--- src/hdl/fecs_pkg.sv ---
// Constants shared by both ends of the flash erase command sequencer.
// Assumes a 16-bit word bus and one system clock for both ends.
package fecs_pkg;
	// ************************************************************
	// Array geometry
	// ************************************************************
	localparam int ADDR_W = 16;
	localparam int DATA_W = 16;
	localparam int BANK_W = 1;
	localparam int SPB_W = 2; // Sectors per bank, log2
	localparam int WORD_W = 2; // Words per sector, log2
	localparam int SECT_W = BANK_W + SPB_W;
	localparam int NUM_SECT = 1 << SECT_W;
	localparam int NUM_WORDS = 1 << (SECT_W + WORD_W);
	// ************************************************************
	// Command codes and unlock offsets
	// ************************************************************
	localparam logic [15:0] CMD_UNLOCK1 = 16'h00AA;
	localparam logic [15:0] CMD_UNLOCK2 = 16'h0055;
	localparam logic [15:0] CMD_SETUP = 16'h0080;
	localparam logic [15:0] CMD_SECTOR = 16'h0030;
	localparam logic [15:0] CMD_CHIP = 16'h0010;
	localparam logic [15:0] CMD_SUSPEND = 16'h00B0;
	localparam logic [15:0] CMD_RESUME = 16'h0030;
	localparam logic [15:0] CMD_READ_RESET = 16'h00F0;
	localparam logic [15:0] ERASED_WORD = 16'hFFFF;
	localparam logic [15:0] PREPROG_WORD = 16'h0000;
	localparam logic [11:0] WORD_OFS_A = 12'h555;
	localparam logic [11:0] WORD_OFS_B = 12'h2AA;
	localparam logic [11:0] BYTE_OFS_A = 12'hAAA;
	localparam logic [11:0] BYTE_OFS_B = 12'h554;
	// ************************************************************
	// Status bit positions
	// ************************************************************
	localparam int DP_BIT = 7; // data_polarity_flag
	localparam int TOG_BIT = 6; // toggle_flag
	localparam int WIN_BIT = 3; // erase_window_flag
	localparam int STOG_BIT = 2; // sector_toggle_flag
	// ************************************************************
	// Timing
	// ************************************************************
	localparam int CLK_MHZ = 125;
	localparam int ERASE_ACCEPT_WINDOW_US = 50;
	localparam int ERASE_ACCEPT_WINDOW_CYC = ERASE_ACCEPT_WINDOW_US * CLK_MHZ;
	localparam int STEP_CYC = 4; // Cycles spent per location in the erase walk
	// ************************************************************
	// Host register map and operations
	// ************************************************************
	localparam logic [11:0] REG_CMD = 12'h000;
	localparam logic [11:0] REG_ADDR = 12'h004;
	localparam logic [11:0] REG_CFG = 12'h008;
	localparam logic [11:0] REG_STATUS = 12'h00C;
	localparam int CFG_BYTE_BIT = 0;
	localparam int CFG_HWRST_BIT = 1;
	localparam int STAT_BUSY_BIT = 0;
	localparam int STAT_DATA_LSB = 16;
	localparam logic [2:0] OP_SECTOR = 3'h1;
	localparam logic [2:0] OP_CHIP = 3'h2;
	localparam logic [2:0] OP_ADD = 3'h3;
	localparam logic [2:0] OP_SUSPEND = 3'h4;
	localparam logic [2:0] OP_RESUME = 3'h5;
	localparam logic [2:0] OP_READ = 3'h6;
	localparam logic [2:0] OP_RESET_CMD = 3'h7;
	localparam logic [2:0] SEQ_LEN = 3'h6;
endpackage : fecs_pkg

--- src/hdl/fecs_if.sv ---
// Bus between the host end and the flash erase sequencer end.
// Both ends run on the same clock; all signals are synchronous to it.
`timescale 1ns/10ps
interface fecs_if;
	logic we_n; // Write strobe, active low
	logic oe_n; // Read strobe, active low
	logic [15:0] addr; // Word or byte address
	logic [15:0] wdata; // Write data
	logic [15:0] rdata; // Read data
	logic byte_mode; // High selects byte addressing
	logic hw_reset_n; // Hardware reset, active low
	modport device (input we_n, input oe_n, input addr, input wdata, output rdata,
		input byte_mode, input hw_reset_n);
	modport host (output we_n, output oe_n, output addr, output wdata, input rdata,
		output byte_mode, output hw_reset_n);
endinterface : fecs_if

--- src/hdl/fecs_device.sv ---
// Flash erase command sequencer: decodes unlock/erase writes, runs the
// accept window and the preprogram-then-erase walk, reports status on reads.
// Assumes link inputs are synchronous to clk_sys_in.
`timescale 1ns/10ps
module fecs_device
	import fecs_pkg::*;
#(
	parameter int WINDOW_CYC = ERASE_ACCEPT_WINDOW_CYC,
	parameter int STEP_CYCLES = STEP_CYC
) (
	input wire logic clk_sys_in, // System clock
	input wire logic rst_in, // Synchronous reset, active high
	fecs_if.device link, // Flash bus
	output logic busy_out, // Erase window or walk active
	output logic suspended_out // Erase is suspended
);
	// ************************************************************
	// Types and state
	// ************************************************************
	typedef enum {
		ST_READ, ST_UL1, ST_UL2, ST_SETUP, ST_UL4, ST_UL5,
		ST_WINDOW, ST_PREPROG, ST_ERASE, ST_SUSP
	} fecs_state_t;

	localparam int IDX_W = SECT_W + WORD_W;
	fecs_state_t state;
	logic we_q, oe_q;
	logic [NUM_SECT-1:0] queued;
	logic chip;
	logic [BANK_W-1:0] er_bank;
	logic susp_erase; // Walk phase to resume into
	logic [31:0] win_cnt;
	logic [31:0] step_cnt;
	logic [IDX_W-1:0] ptr;
	logic [DATA_W-1:0] mem [NUM_WORDS];
	logic tog, stog;
	logic [DATA_W-1:0] rdata_q;

	// ************************************************************
	// Decode
	// ************************************************************
	logic we_rise, oe_fall, abort, is_a, is_b, step_done, ptr_last;
	logic [ADDR_W-1:0] wa;
	logic [SECT_W-1:0] sect;
	logic [IDX_W-1:0] widx;
	logic [DATA_W-1:0] d;
	logic walking, status_sel;

	assign we_rise = !we_q && link.we_n; // Command taken at strobe rise
	assign oe_fall = oe_q && !link.oe_n;
	assign abort = rst_in || !link.hw_reset_n;
	assign wa = link.byte_mode ? {1'b0, link.addr[ADDR_W-1:1]} : link.addr;
	// Unlock offsets move with the addressing mode
	assign is_a = link.addr[11:0] == (link.byte_mode ? BYTE_OFS_A : WORD_OFS_A);
	assign is_b = link.addr[11:0] == (link.byte_mode ? BYTE_OFS_B : WORD_OFS_B);
	assign sect = wa[ADDR_W-1 -: SECT_W];
	assign widx = {sect, wa[WORD_W-1:0]};
	assign d = link.wdata;
	assign walking = state == ST_PREPROG || state == ST_ERASE;
	assign step_done = step_cnt == 32'(STEP_CYCLES - 1);
	assign ptr_last = ptr == IDX_W'(NUM_WORDS - 1);

	// Strobe edge history
	always_ff @(posedge clk_sys_in) begin
		if (rst_in) begin
			we_q <= 1'b1;
			oe_q <= 1'b1;
		end else begin
			we_q <= link.we_n;
			oe_q <= link.oe_n;
		end
	end

	// ************************************************************
	// Command sequencer
	// ************************************************************
	always_ff @(posedge clk_sys_in) begin
		if (abort) begin
			state <= ST_READ;
			queued <= '0;
			chip <= 1'b0;
			er_bank <= '0;
			susp_erase <= 1'b0;
			win_cnt <= '0;
		end else begin
			unique case (state)
				ST_READ: if (we_rise) begin
					state <= (d == CMD_UNLOCK1 && is_a) ? ST_UL1 : ST_READ;
				end
				ST_UL1: if (we_rise) begin
					state <= (d == CMD_UNLOCK2 && is_b) ? ST_UL2 : ST_READ;
				end
				ST_UL2: if (we_rise) begin
					state <= (d == CMD_SETUP && is_a) ? ST_SETUP : ST_READ;
				end
				ST_SETUP: if (we_rise) begin
					state <= (d == CMD_UNLOCK1 && is_a) ? ST_UL4 : ST_READ;
				end
				ST_UL4: if (we_rise) begin
					state <= (d == CMD_UNLOCK2 && is_b) ? ST_UL5 : ST_READ;
				end
				ST_UL5: if (we_rise) begin
					if (d == CMD_SECTOR) begin
						state <= ST_WINDOW;
						queued[sect] <= 1'b1;
						er_bank <= sect[SECT_W-1 -: BANK_W];
						win_cnt <= '0;
					end else if (d == CMD_CHIP && is_a) begin
						state <= ST_PREPROG;
						queued <= '1;
						chip <= 1'b1;
					end else begin
						state <= ST_READ;
					end
				end
				ST_WINDOW: begin
					if (we_rise) begin
						if (d == CMD_SECTOR) begin
							queued[sect] <= 1'b1;
							win_cnt <= '0; // Each added sector restarts the window
						end else if (d == CMD_SUSPEND) begin
							state <= ST_SUSP;
							susp_erase <= 1'b0;
						end else begin
							state <= ST_READ;
							queued <= '0;
						end
					end else if (win_cnt == 32'(WINDOW_CYC - 1)) begin
						state <= ST_PREPROG;
					end else begin
						win_cnt <= win_cnt + 32'd1;
					end
				end
				ST_PREPROG, ST_ERASE: begin
					// Only suspend counts, and only for sector erase
					if (we_rise && d == CMD_SUSPEND && !chip) begin
						state <= ST_SUSP;
						susp_erase <= state == ST_ERASE;
					end else if (step_done && ptr_last) begin
						if (state == ST_PREPROG) begin
							state <= ST_ERASE;
						end else begin
							state <= ST_READ;
							queued <= '0;
							chip <= 1'b0;
						end
					end
				end
				ST_SUSP: if (we_rise && d == CMD_RESUME) begin
					state <= susp_erase ? ST_ERASE : ST_PREPROG;
				end
			endcase
		end
	end

	// ************************************************************
	// Self-timed walk over the array
	// ************************************************************
	// Restarts at location zero on each phase; pauses while suspended
	always_ff @(posedge clk_sys_in) begin
		if (abort || !(walking || state == ST_SUSP)) begin
			step_cnt <= '0;
			ptr <= '0;
		end else if (walking) begin
			if (step_done) begin
				step_cnt <= '0;
				ptr <= ptr + IDX_W'(1);
			end else begin
				step_cnt <= step_cnt + 32'd1;
			end
		end
	end

	// Array storage; writes come only from the walk
	always_ff @(posedge clk_sys_in) begin
		if (rst_in) begin
			for (int i = 0; i < NUM_WORDS; i++) begin
				mem[i] <= ERASED_WORD;
			end
		end else if (walking && step_done && queued[ptr[IDX_W-1 -: SECT_W]]) begin
			mem[ptr] <= (state == ST_PREPROG) ? PREPROG_WORD : ERASED_WORD;
		end
	end

	// ************************************************************
	// Read path
	// ************************************************************
	// Status goes to the erasing bank; suspended bank shows array for unqueued sectors
	always_comb begin
		status_sel = 1'b0;
		if (state == ST_WINDOW || walking) begin
			status_sel = chip || sect[SECT_W-1 -: BANK_W] == er_bank;
		end else if (state == ST_SUSP) begin
			status_sel = queued[sect];
		end
	end

	// tog advances once per status read outside suspend; stog once per status read of a queued sector
	always_ff @(posedge clk_sys_in) begin
		if (abort) begin
			tog <= 1'b0;
			stog <= 1'b0;
		end else if (oe_fall && status_sel) begin
			if (state != ST_SUSP) begin
				tog <= !tog;
			end
			if (queued[sect]) begin
				stog <= !stog;
			end
		end
	end

	always_ff @(posedge clk_sys_in) begin
		if (rst_in) begin
			rdata_q <= '0;
		end else if (!link.oe_n) begin
			if (status_sel) begin
				rdata_q <= '0;
				rdata_q[DP_BIT] <= state == ST_SUSP;
				rdata_q[TOG_BIT] <= tog;
				rdata_q[WIN_BIT] <= state != ST_WINDOW;
				rdata_q[STOG_BIT] <= stog;
			end else begin
				rdata_q <= mem[widx];
			end
		end
	end
	assign link.rdata = rdata_q;

	// User-side flags
	always_ff @(posedge clk_sys_in) begin
		if (rst_in) begin
			busy_out <= 1'b0;
			suspended_out <= 1'b0;
		end else begin
			busy_out <= state == ST_WINDOW || walking;
			suspended_out <= state == ST_SUSP;
		end
	end
endmodule : fecs_device

--- src/flat_wrapper.sv ---
// flat-port wrapper written by rule: the top's interface ports become plain ports
module fecs_device_flat import fecs_pkg::*;
#(
	parameter int WINDOW_CYC = ERASE_ACCEPT_WINDOW_CYC,
	parameter int STEP_CYCLES = STEP_CYC
)
  (clk_sys_in, rst_in, busy_out, suspended_out, link_we_n, link_oe_n, link_addr, link_wdata, link_rdata, link_byte_mode, link_hw_reset_n);
  fecs_if link_i ();
  input wire logic clk_sys_in;
  input wire logic rst_in;
  output logic busy_out;
  output logic suspended_out;
  input wire logic [$bits(link_i.we_n)-1:0] link_we_n;
  input wire logic [$bits(link_i.oe_n)-1:0] link_oe_n;
  input wire logic [$bits(link_i.addr)-1:0] link_addr;
  input wire logic [$bits(link_i.wdata)-1:0] link_wdata;
  output wire logic [$bits(link_i.rdata)-1:0] link_rdata;
  input wire logic [$bits(link_i.byte_mode)-1:0] link_byte_mode;
  input wire logic [$bits(link_i.hw_reset_n)-1:0] link_hw_reset_n;
  assign link_i.we_n = link_we_n;
  assign link_i.oe_n = link_oe_n;
  assign link_i.addr = link_addr;
  assign link_i.wdata = link_wdata;
  assign link_rdata = link_i.rdata;
  assign link_i.byte_mode = link_byte_mode;
  assign link_i.hw_reset_n = link_hw_reset_n;
  fecs_device #(.WINDOW_CYC(WINDOW_CYC), .STEP_CYCLES(STEP_CYCLES)) u_core (.clk_sys_in(clk_sys_in), .rst_in(rst_in), .link(link_i), .busy_out(busy_out), .suspended_out(suspended_out));
endmodule
--- config.mk ---
export PLATFORM = sky130hd
export DESIGN_NAME = fecs_device_flat
export DESIGN_NICKNAME = d
export VERILOG_FILES = /design/src/hdl/fecs_pkg.sv /design/src/hdl/fecs_if.sv /design/src/hdl/fecs_device.sv /design/src/flat_wrapper.sv
export SDC_FILE = /design/constraint.sdc
export NUM_CORES = 1
export LEC_CHECK = 0
export ABC_AREA = 1
export BUFFER_PORTS_ARGS = -buffer_cell sky130_fd_sc_hd__buf_2
export CELL_PAD_IN_SITES_DETAIL_PLACEMENT = 1
export CELL_PAD_IN_SITES_GLOBAL_PLACEMENT = 2
export CORE_MARGIN = 5
export CORE_UTILIZATION = 25
export CTS_BUF_LIST = sky130_fd_sc_hd__clkbuf_8
export DETAILED_ROUTE_END_ITERATION = 7
export HOLD_SLACK_MARGIN = 0.03
export PLACE_DENSITY_LB_ADDON = 0.1
export SETUP_SLACK_MARGIN = 0.3
export SYNTH_ARGS = -nofsm -noshare
export SYNTH_HDL_FRONTEND = slang
export SYNTH_SLANG_ARGS = --single-unit
--- constraint.sdc ---
create_clock -name clk_sys_in -period 2.5 [get_ports clk_sys_in]
set_clock_uncertainty 0.2 [all_clocks]
set_input_delay 0.125 -clock clk_sys_in [delete_from_list [all_inputs] [get_ports clk_sys_in]]
set_output_delay 0.125 -clock clk_sys_in [all_outputs]
set_load 0.05 [all_outputs]
# == Yosys cells after proc, flatten, opt, wreduce, memory -nomap -nowiden ==
# Memory sizes are Yosys's and may differ from the RTL's.
# Cells that the tools add are included.
# Widths: inputs -> output; s select.
# totals
register_bits,134
ram_bits,512
input_bits,38
out_inout_bits,18
mem_count,1
# op_classes
add_sub_neg,3
order_cmp,3
eq_ne,49
muxes,72
bitwise_logic,1
reduce_logical,43
# mem_list
memory,depth,width,read_ports,rd_clocked_by_memory_dff,wr,line_no,source
u_core.mem,32,16,1,0,32,fecs_device.sv:35,logic [DATA_W-1:0] mem [NUM_WORDS];
# op_table
cell,n
$mux 32,18
$pmux 32 s9,1
$eq 32x3->1 const B,4
$eq 32x4->1 const B,4
$eq 32x2->1 const B,3
$mux 8,9
$add 32x1->32 const B,2
$eq 32x5->1 const B,2
$mux 16,4
$pmux 32 s2,1
$eq 16x8->1 const B,3
$eq 32x1->1 const B,1
$eq 32x13->1 const B,1
$logic_not 32->1,1
$ne 32x4->1 const B,1
$ne 32x5->1 const B,1
$eq 12x12->1,2
$ne 2x1->1 const B,12
$pmux 8 s3,1
$mux 1,22
$eq 16x5->1 const B,1
$eq 16x6->1 const B,1
$eq 16x7->1 const B,1
$reduce_or 16->1,1
other kinds (31),74

# == Depth between registers and ports, before layout ==
# Gate-level depths: netlist of the first run.
# logic_depth
ltp_word,9
ltp_mapped,16
depth_no_buf,15

# == Worst setup path after synthesis of the first run ==
# OpenSTA, ideal clock, no wires.
# synth_path
path_kind,reg-to-reg
startpoint,register u_core.step_cnt[0]
endpoint,"memory u_core.mem[0][14], enable pin"
arrival_ps,1643
slack_ps,347
path_stages_with_launch,10
path_buffers,0
synth_period_minus_slack_ps,2153
path_cell_list,dfxtp_1 ha_1 nand2_1 nor2_1 nand2_1 nor2_1 nand3_4 nor2_1 nand2_1 o21ai_0
# synth_rtl
element,line_no,source
"start, declared",fecs_device.sv:33,logic [31:0] step_cnt;
"start signal, assigned",fecs_device.sv:169,step_cnt <= step_cnt + 32'd1;
"end, declared",fecs_device.sv:35,

==> results.md, run 1 <==
- Post-Syn Instances: 1,475
- Crit-path most repeated cell: nand2_1
- Final hold vios: 0
- Largest net degree at the start of global routing: 38
- Top delay family on crit path: simple AND/OR/NAND/NOR gates
- Final GP Congestion: 0.781
- PD cells: 411 nW/µm²
- CORE AREA: 36,300 µm²
- Post-synth EDFFs: 32
- Lkg Pwr: 4.62 nW
- Crit Path Max Fanout: 9
- Skew-Pair Late Insertion Delay: 0.48 ns
- Async SR Flop Fraction: 0%
- Cell area after synthesis: 9140 µm²
- Number of global-route vias before repair: 10,130
- Grt ovf: 0
- Most common cell after layout, fill and taps aside: nand2_1
- Crit start category: flip-flop
- Layout cell share with drive strength beyond 1: 18.8%
- Inserted Clock Buffers: 17
- # setup viols final: 0
- Clock-pin slew on the worst setup and hold paths: 0.09 ns
- Die H: 201 µm
- Max-cap violations: 0
- # IOs: 56
- Peak VDD IR: 0.000268 V
- Total GRT Usage: 17.0%
- Worst-path cell chain: ha_4 -> nand2_1 -> nor2_1 -> nand2_1 -> nor2_1 -> buf_4 -> nand3_4 -> nor2_4 -> nand2_1 -> buf_4 -> inv_6 -> nand3_1
- Tcrit/Tclk final: 85.0%
- Slowest stage cell, crit path: dfxtp_4
- Diodes inserted: 0
- Via/cell ratio: 4.72
- Max-slew violation count: 0
- Port Buffers: 54
- First drt pass iteration count: 4
- Sequential-to-total area share from yosys stat: 31.3%
- WP data required: 2.52 ns
- RSZ-0062 raised after global routing: true
- Worst slew margin: 53.8%
- Clock tree buffer depth: 2
- First-pass GRT wire length: 55,800 µm
- Commonest cells after routing, fill and taps aside: 378 x nand2_1, 178 x inv_1, 162 x nor2_1, 154 x nand3_1
- Avg Cell Area, Syn: 6.19 µm²
- Final nets: 1,636
- Syn Nets: 1,521
- Worst path max stage delay: 0.38 ns
- Routed len/inst: 16.8 µm
- Flops & latches, synth: 127
- Root Driver: clkbuf_8
- Kind of end point of the critical path: flip-flop
- Iter 0 DRT Violations: 384
- Initial core utilization: 25.1%
- Detailed Place HPWL: 26,500 µm
- Row count: 70
- Actual slew at the worst max-slew pin: 0.690 ns
- Yosys cell types: 52
- CP Class: flip-flop to flip-flop
- Status: complete, no violations
- Area Growth Syn to Fin: 22.9%
- Worst path bufs/invs: 3
- Fill cells: 4,670
- Antenna-violating nets left: 0
- Top_reg_cell synth: dfxtp_1
- Clk sinks: 127
- Fin crit period: 2.12 ns
- Die width: 201 µm
- Wirelength, routed: 34,800 µm
- Via count: 9,770
- HP Class: input pin to flip-flop
- Total die area: 40,500 µm²
- Final setup TNS: 0 ns
- Fmax achieved: 471 MHz
- Worst Path Arrival: 2.14 ns
- DRC Markers: 0
- TritonCTS clock tree: done
- YS warnings: 0
- Inst Count DP: 2,016
- Initial antenna violation count: 1
- Deepest level of the CTS H-tree: 4
- Finished Layout Cells: 2,071
-- state kept, by name, summed over array words and instances, names as in the netlist --
signal                cells
u_core.stog               1
u_core.ptr                5
u_core.oe_q               1
u_core.er_bank            1
u_core.busy_out           1
u_core.queued             8
u_core.chip               1
u_core.we_q               1
u_core.suspended_out      1
u_core.step_cnt          32
u_core.tog                1
u_core.susp_erase         1
u_core.link.rdata         5
u_core.win_cnt           32
u_core.state              4
u_core.mem               32
-- per-layer routing --
metal / up-vias / global-route usage, % / wire length, µm
met5: - / 0 / 0
met4: 0 / 3.13 / 272
met3: 16 / 2.29 / 550
met2: 69 / 29.5 / 16700
met1: 4635 / 23.0 / 17300
li1: 5050 / - / -
-- Yosys cell counts (12+ instances only) --
cell type | number | area [µm²]
edfxtp_1 | 32 | 961
nor2_1 | 177 | 664
inv_2 | 15 | 56.3
nand4_1 | 30 | 188
nor3_1 | 42 | 210
nand3b_1 | 19 | 143
buf_2 | 12 | 60.1
clkbuf_1 | 24 | 90.1
dfxtp_1 | 95 | 1900
buf_4 | 15 | 113
a31oi_1 | 14 | 87.6
nand3_1 | 156 | 781
inv_1 | 182 | 683
nand2_2 | 14 | 87.6
nand2_1 | 385 | 1450
a21oi_1 | 79 | 395
o21ai_0 | 91 | 455
-- metrics by stage --
stage	util, %	instance area [µm²]	power (mW)	hold WS [ns]	setup WS (ns)
global placement	28.3	10300	2.65	0.195	0.0980
finish	30.9	11200	4.62	0.0705	0.375
CTS	29.9	10900	4.71	0.0510	0.287
detailed placement	28.3	10300	2.66	0.197	0.0545
floorplan	-	9140	2.51	-0.00262	0.347
global route	30.9	11200	4.83	0.144	0.260
-- repair_timing --
item	4_1_cts	5_1_grt
gates cloned	0	4
hold buffers	7	0
resized for setup	37	95
setup endpoints to repair	105	114
setup buffers	4	8
endpoints found under the hold margin	16	0
pin swaps	3	11
-- worst paths after layout --
check | start | endpoint | slack, ns | depth (start not counted)
worst max-delay path | u_core.step_cnt[0]$_SDFFE_PP0P_ | u_core.mem[14][14]$_SDFFCE_PN1P_ | 0.38 | 12
worst max register to register | u_core.step_cnt[0]$_SDFFE_PP0P_ | u_core.mem[14][14]$_SDFFCE_PN1P_ | 0.38 | 12
worst min-delay path | link_wdata[4] | u_core.state[1]$_SDFFE_PP0P_ | 0.07 | 8
worst min register to register | u_core.queued[3]$_SDFFE_PP0P_ | u_core.queued[3]$_SDFFE_PP0P_ | 0.27 | 2
-- cells by family after synthesis --
family                   after synthesis  share of synthesized area, %
AND/OR/NAND/NOR                      861                          42.5
XOR/XNOR                               4                         0.383
buffers and inverters                254                          11.5
flip-flops                           127                          31.3
AO/OA/AOI/OAI                        221                          13.2
adder cells (fa/ha/maj)                8                          1.10
-- cell type report --
type,count,area [µm²],area share [%]
clock buffers,19,262,2.33
clock inverters,13,161,1.44
inverters,200,778,6.93
multi-input cells,1095,5470,48.7
flip-flops and latches,127,2890,25.7
well taps,468,586,5.21
repair buffers,149,1090,9.68
-- where the power goes --
group	switching (mW)	total [mW]	internal (mW)	leakage, nW
combinational	0.325	0.461	0.136	3.31
clock	0.968	2.01	1.04	0.210
sequential	0.0193	2.15	2.13	1.10
total	1.31	4.62	3.31	4.62
-- worst min-delay path, delay by kind of cell --
| family | cells | cell delay (ns) |
|---|---|---|
| AO/OA/AOI/OAI | 1 | 0.06 |
| AND/OR/NAND/NOR | 6 | 0.42 |
| buffers and inverters | 1 | 0.10 |
(Power assumes the default switching activity.)
==> inputs of run 2 (changes only) <==
Clock period 2.5 ns to 1.91 ns, I/O delays scaled along.
==> run 2 against run 1 <==
  * The run now ends with setup timing left
  * Register-to-register slack worse by 0.50 ns
  * Clock-buffer cell count is 2 lower
  * Flip-flop and latch count stayed put
  * Critical path depth fell by 3
  * Combinational power up 57%
  * Design area grew 36%
  * Clock power rose by 26%
  * Die area did not move
  * Highest routed layer unchanged
==> results.md, run 2 (synthesized netlist as in run 1, its figures left out) <==
- Crit Path Max Fanout: 7 (-2)
- Kind of end point of the critical path: flip-flop
- Tcrit/Tclk final: 107% (+22 points)
- GRT Max-Usage Layer: met2
- Fmax achieved: 491 MHz (+4.4%)
- Post-place setup slack: -0.247 ns (-0.302 ns)
- Clock-pin slew on the worst setup and hold paths: 0.10 ns (about the same)
- Max-slew violation count: 0 (unchanged)
- Port Buffers: 54 (unchanged)
- PD cells: 396 nW/µm² (-3.6%)
- Diodes inserted: 0 (unchanged)
- Total GRT Usage: 18.4% (+1.3 points)
- Initial antenna violation count: 0 (-1)
- Number of global-route vias before repair: 11,370 (+12%)
- Row count: 70 (unchanged)
- Failing checks: setup timing
- Crit start category: flip-flop
- Detailed Place HPWL: 28,600 µm (+7.8%)
- Skew-Pair Late Insertion Delay: 0.49 ns (about the same)
- Max-cap violations: 0 (unchanged)
- First drt pass iteration count: 4 (unchanged)
- TritonCTS clock tree: done
- Met2 usage: 33.2% (+3.7 points)
- Peak VDD IR: 0.000435 V (+62%)
- Largest net degree at the start of global routing: 37 (-2.6%)
- WP data required: 1.90 ns (-0.62 ns)
- Clk sinks: 127 (unchanged)
- Fill cells: 4,496 (-3.7%)
- Inserted Clock Buffers: 17 (unchanged)
- Via count: 10,993 (+13%)
- Root Driver: clkbuf_8
- Via/cell ratio: 4.72 (about the same)
- Actual slew at the worst max-slew pin: 0.675 ns (-0.0155 ns)
- Lkg Pwr: 6.43 nW (+39%)
- CP Class: flip-flop to flip-flop
- Final GP Congestion: 0.791 (+1.3%)
- Total die area: 40,500 µm² (unchanged)
- Placed inst area: 12,400 µm² (+20%)
- Die width: 201 µm (unchanged)
- Wirelength, routed: 38,700 µm (+11%)
- Most common cell after layout, fill and taps aside: nand2_1
- Design Area, Final: 15,300 µm² (+36%)
- Area Growth Syn to Fin: 67.4%
- Fin worst setup slack: -0.125 ns (-0.501 ns)
- Worst slew margin: 55.0% (+1.2 points)
- Final nets: 1,893 (+16%)
- Routing usage on met3: 2.39% (+0.097 points)
- Met1 usage: 23.5% (+0.51 points)
- Final hold vios: 0 (unchanged)
- First-pass GRT wire length: 60,800 µm (+9.0%)
- Clock tree buffer depth: 2 (unchanged)
- Status: complete, but fails checks
- DRC Markers: 0 (unchanged)
- Commonest cells after routing, fill and taps aside: 335 x nand2_1, 271 x buf_4, 159 x inv_1, 126 x nor2_1, 89 x nand3_1
- CORE AREA: 36,300 µm² (unchanged)
- # IOs: 56 (unchanged)
- # setup viols final: 109 (+109)
- Antenna-violating nets left: 0 (unchanged)
- Deepest level of the CTS H-tree: 4 (unchanged)
- Final core utilization: 42.1% (+11 points)
- Initial core utilization: 25.1% (unchanged)
- Worst Path Arrival: 2.03 ns (-0.11 ns)
- Reg area: 2920 µm² (+1.0%)
- Grt ovf: 0 (unchanged)
- RSZ-0062 raised after global routing: true
- Area occupied by multi-input gates: 7110 µm² (+30%)
- Layout cell share with drive strength beyond 1: 45.1% (+26 points)
- Fin crit period: 2.04 ns (-0.0893 ns)
- Die H: 201 µm (unchanged)
- Iter 0 DRT Violations: 396 (+3.1%)
- Routed len/inst: 16.6 µm (-1.0%)
- Top Registers: u_core.mem x32, u_core.step_cnt x32, u_core.win_cnt x32
- HP Class: input pin to flip-flop
- Power Total: 6.06 mW (+31%)
- Hold Slack: 0.0571 ns (-0.0134 ns)
[run 2: cell types whose count changed in the layout (fill, tap and decap cells not counted), sizes merged]
cell	before	now
buf	140	396
clkinv	6	11
clkbuf	21	17
nand2	403	406
clkinvlp	3	1
bufinv	3	2
[run 2: metrics by stage]
step	instances	setup TNS, ns
after global routing	2328	-18.74
after detailed placement	2224	-18.53
final	2328	-6.80
after global placement	2224	-14.01
after floorplan	1475	0
after CTS	2299	-12.91
[run 2: metal layers]
metal / up-vias / routed length (µm)
met3: 26 / 677
li1: 5609 / -
met2: 74 / 20000
met5: - / 0
met1: 5284 / 17600
met4: 0 / 412
[run 2: worst max-delay path: stages, from the launching register on]
cell	delay (ns)
dfxtp_2	0.40
inv_1	0.10
nand3_2	0.10
o22ai_1	0.07
nor2_1	0.11
nand3_1	0.14
nor2_4	0.16
buf_12	0.18
nand2_8	0.11
o21ai_2	0.16
[run 2: path summary, 6_finish.rpt]
kind,to,slack (ns),startpoint,cells after the start
min,u_core.queued[0]$_SDFFE_PP0P_,0.06,link_addr[15],8
min reg2reg,u_core.queued[5]$_SDFFE_PP0P_,0.29,u_core.queued[5]$_SDFFE_PP0P_,2
max reg2reg,u_core.mem[2][14]$_SDFFCE_PN1P_,-0.13,u_core.ptr[3]$_SDFFE_PP0N_,9
max,u_core.mem[2][14]$_SDFFCE_PN1P_,-0.13,u_core.ptr[3]$_SDFFE_PP0N_,9
[run 2: final cells by class]
| class | instances | share of cell area [%] |
|---|---|---|
| multi-input combinational | 1098 | 46.5 |
| timing repair buffer | 403 | 22.5 |
| sequential | 127 | 19.1 |
| inverter | 200 | 5.50 |
| tap | 468 | 3.83 |
| clock buffer | 17 | 1.53 |
| clock inverter | 15 | 1.02 |
[run 2: repair_timing]
action | 4_1_cts | 5_1_grt
hold buffers | 7 | 0
endpoints found under the hold margin | 21 | 0
setup buffers | 31 | 26
pin swaps | 92 | 104
setup endpoints to repair | 169 | 157
gates resized for setup | 265 | 210
gates cloned | 5 | 3
[run 2: report_power, final]
| group | internal [mW] | switching (mW) | leakage, nW |
|---|---|---|---|
| Combinational | 0.256 | 0.466 | 5.13 |
| Sequential | 2.78 | 0.0251 | 1.10 |
| Clock | 1.18 | 1.35 | 0.200 |
| Total | 4.22 | 1.84 | 6.43 |
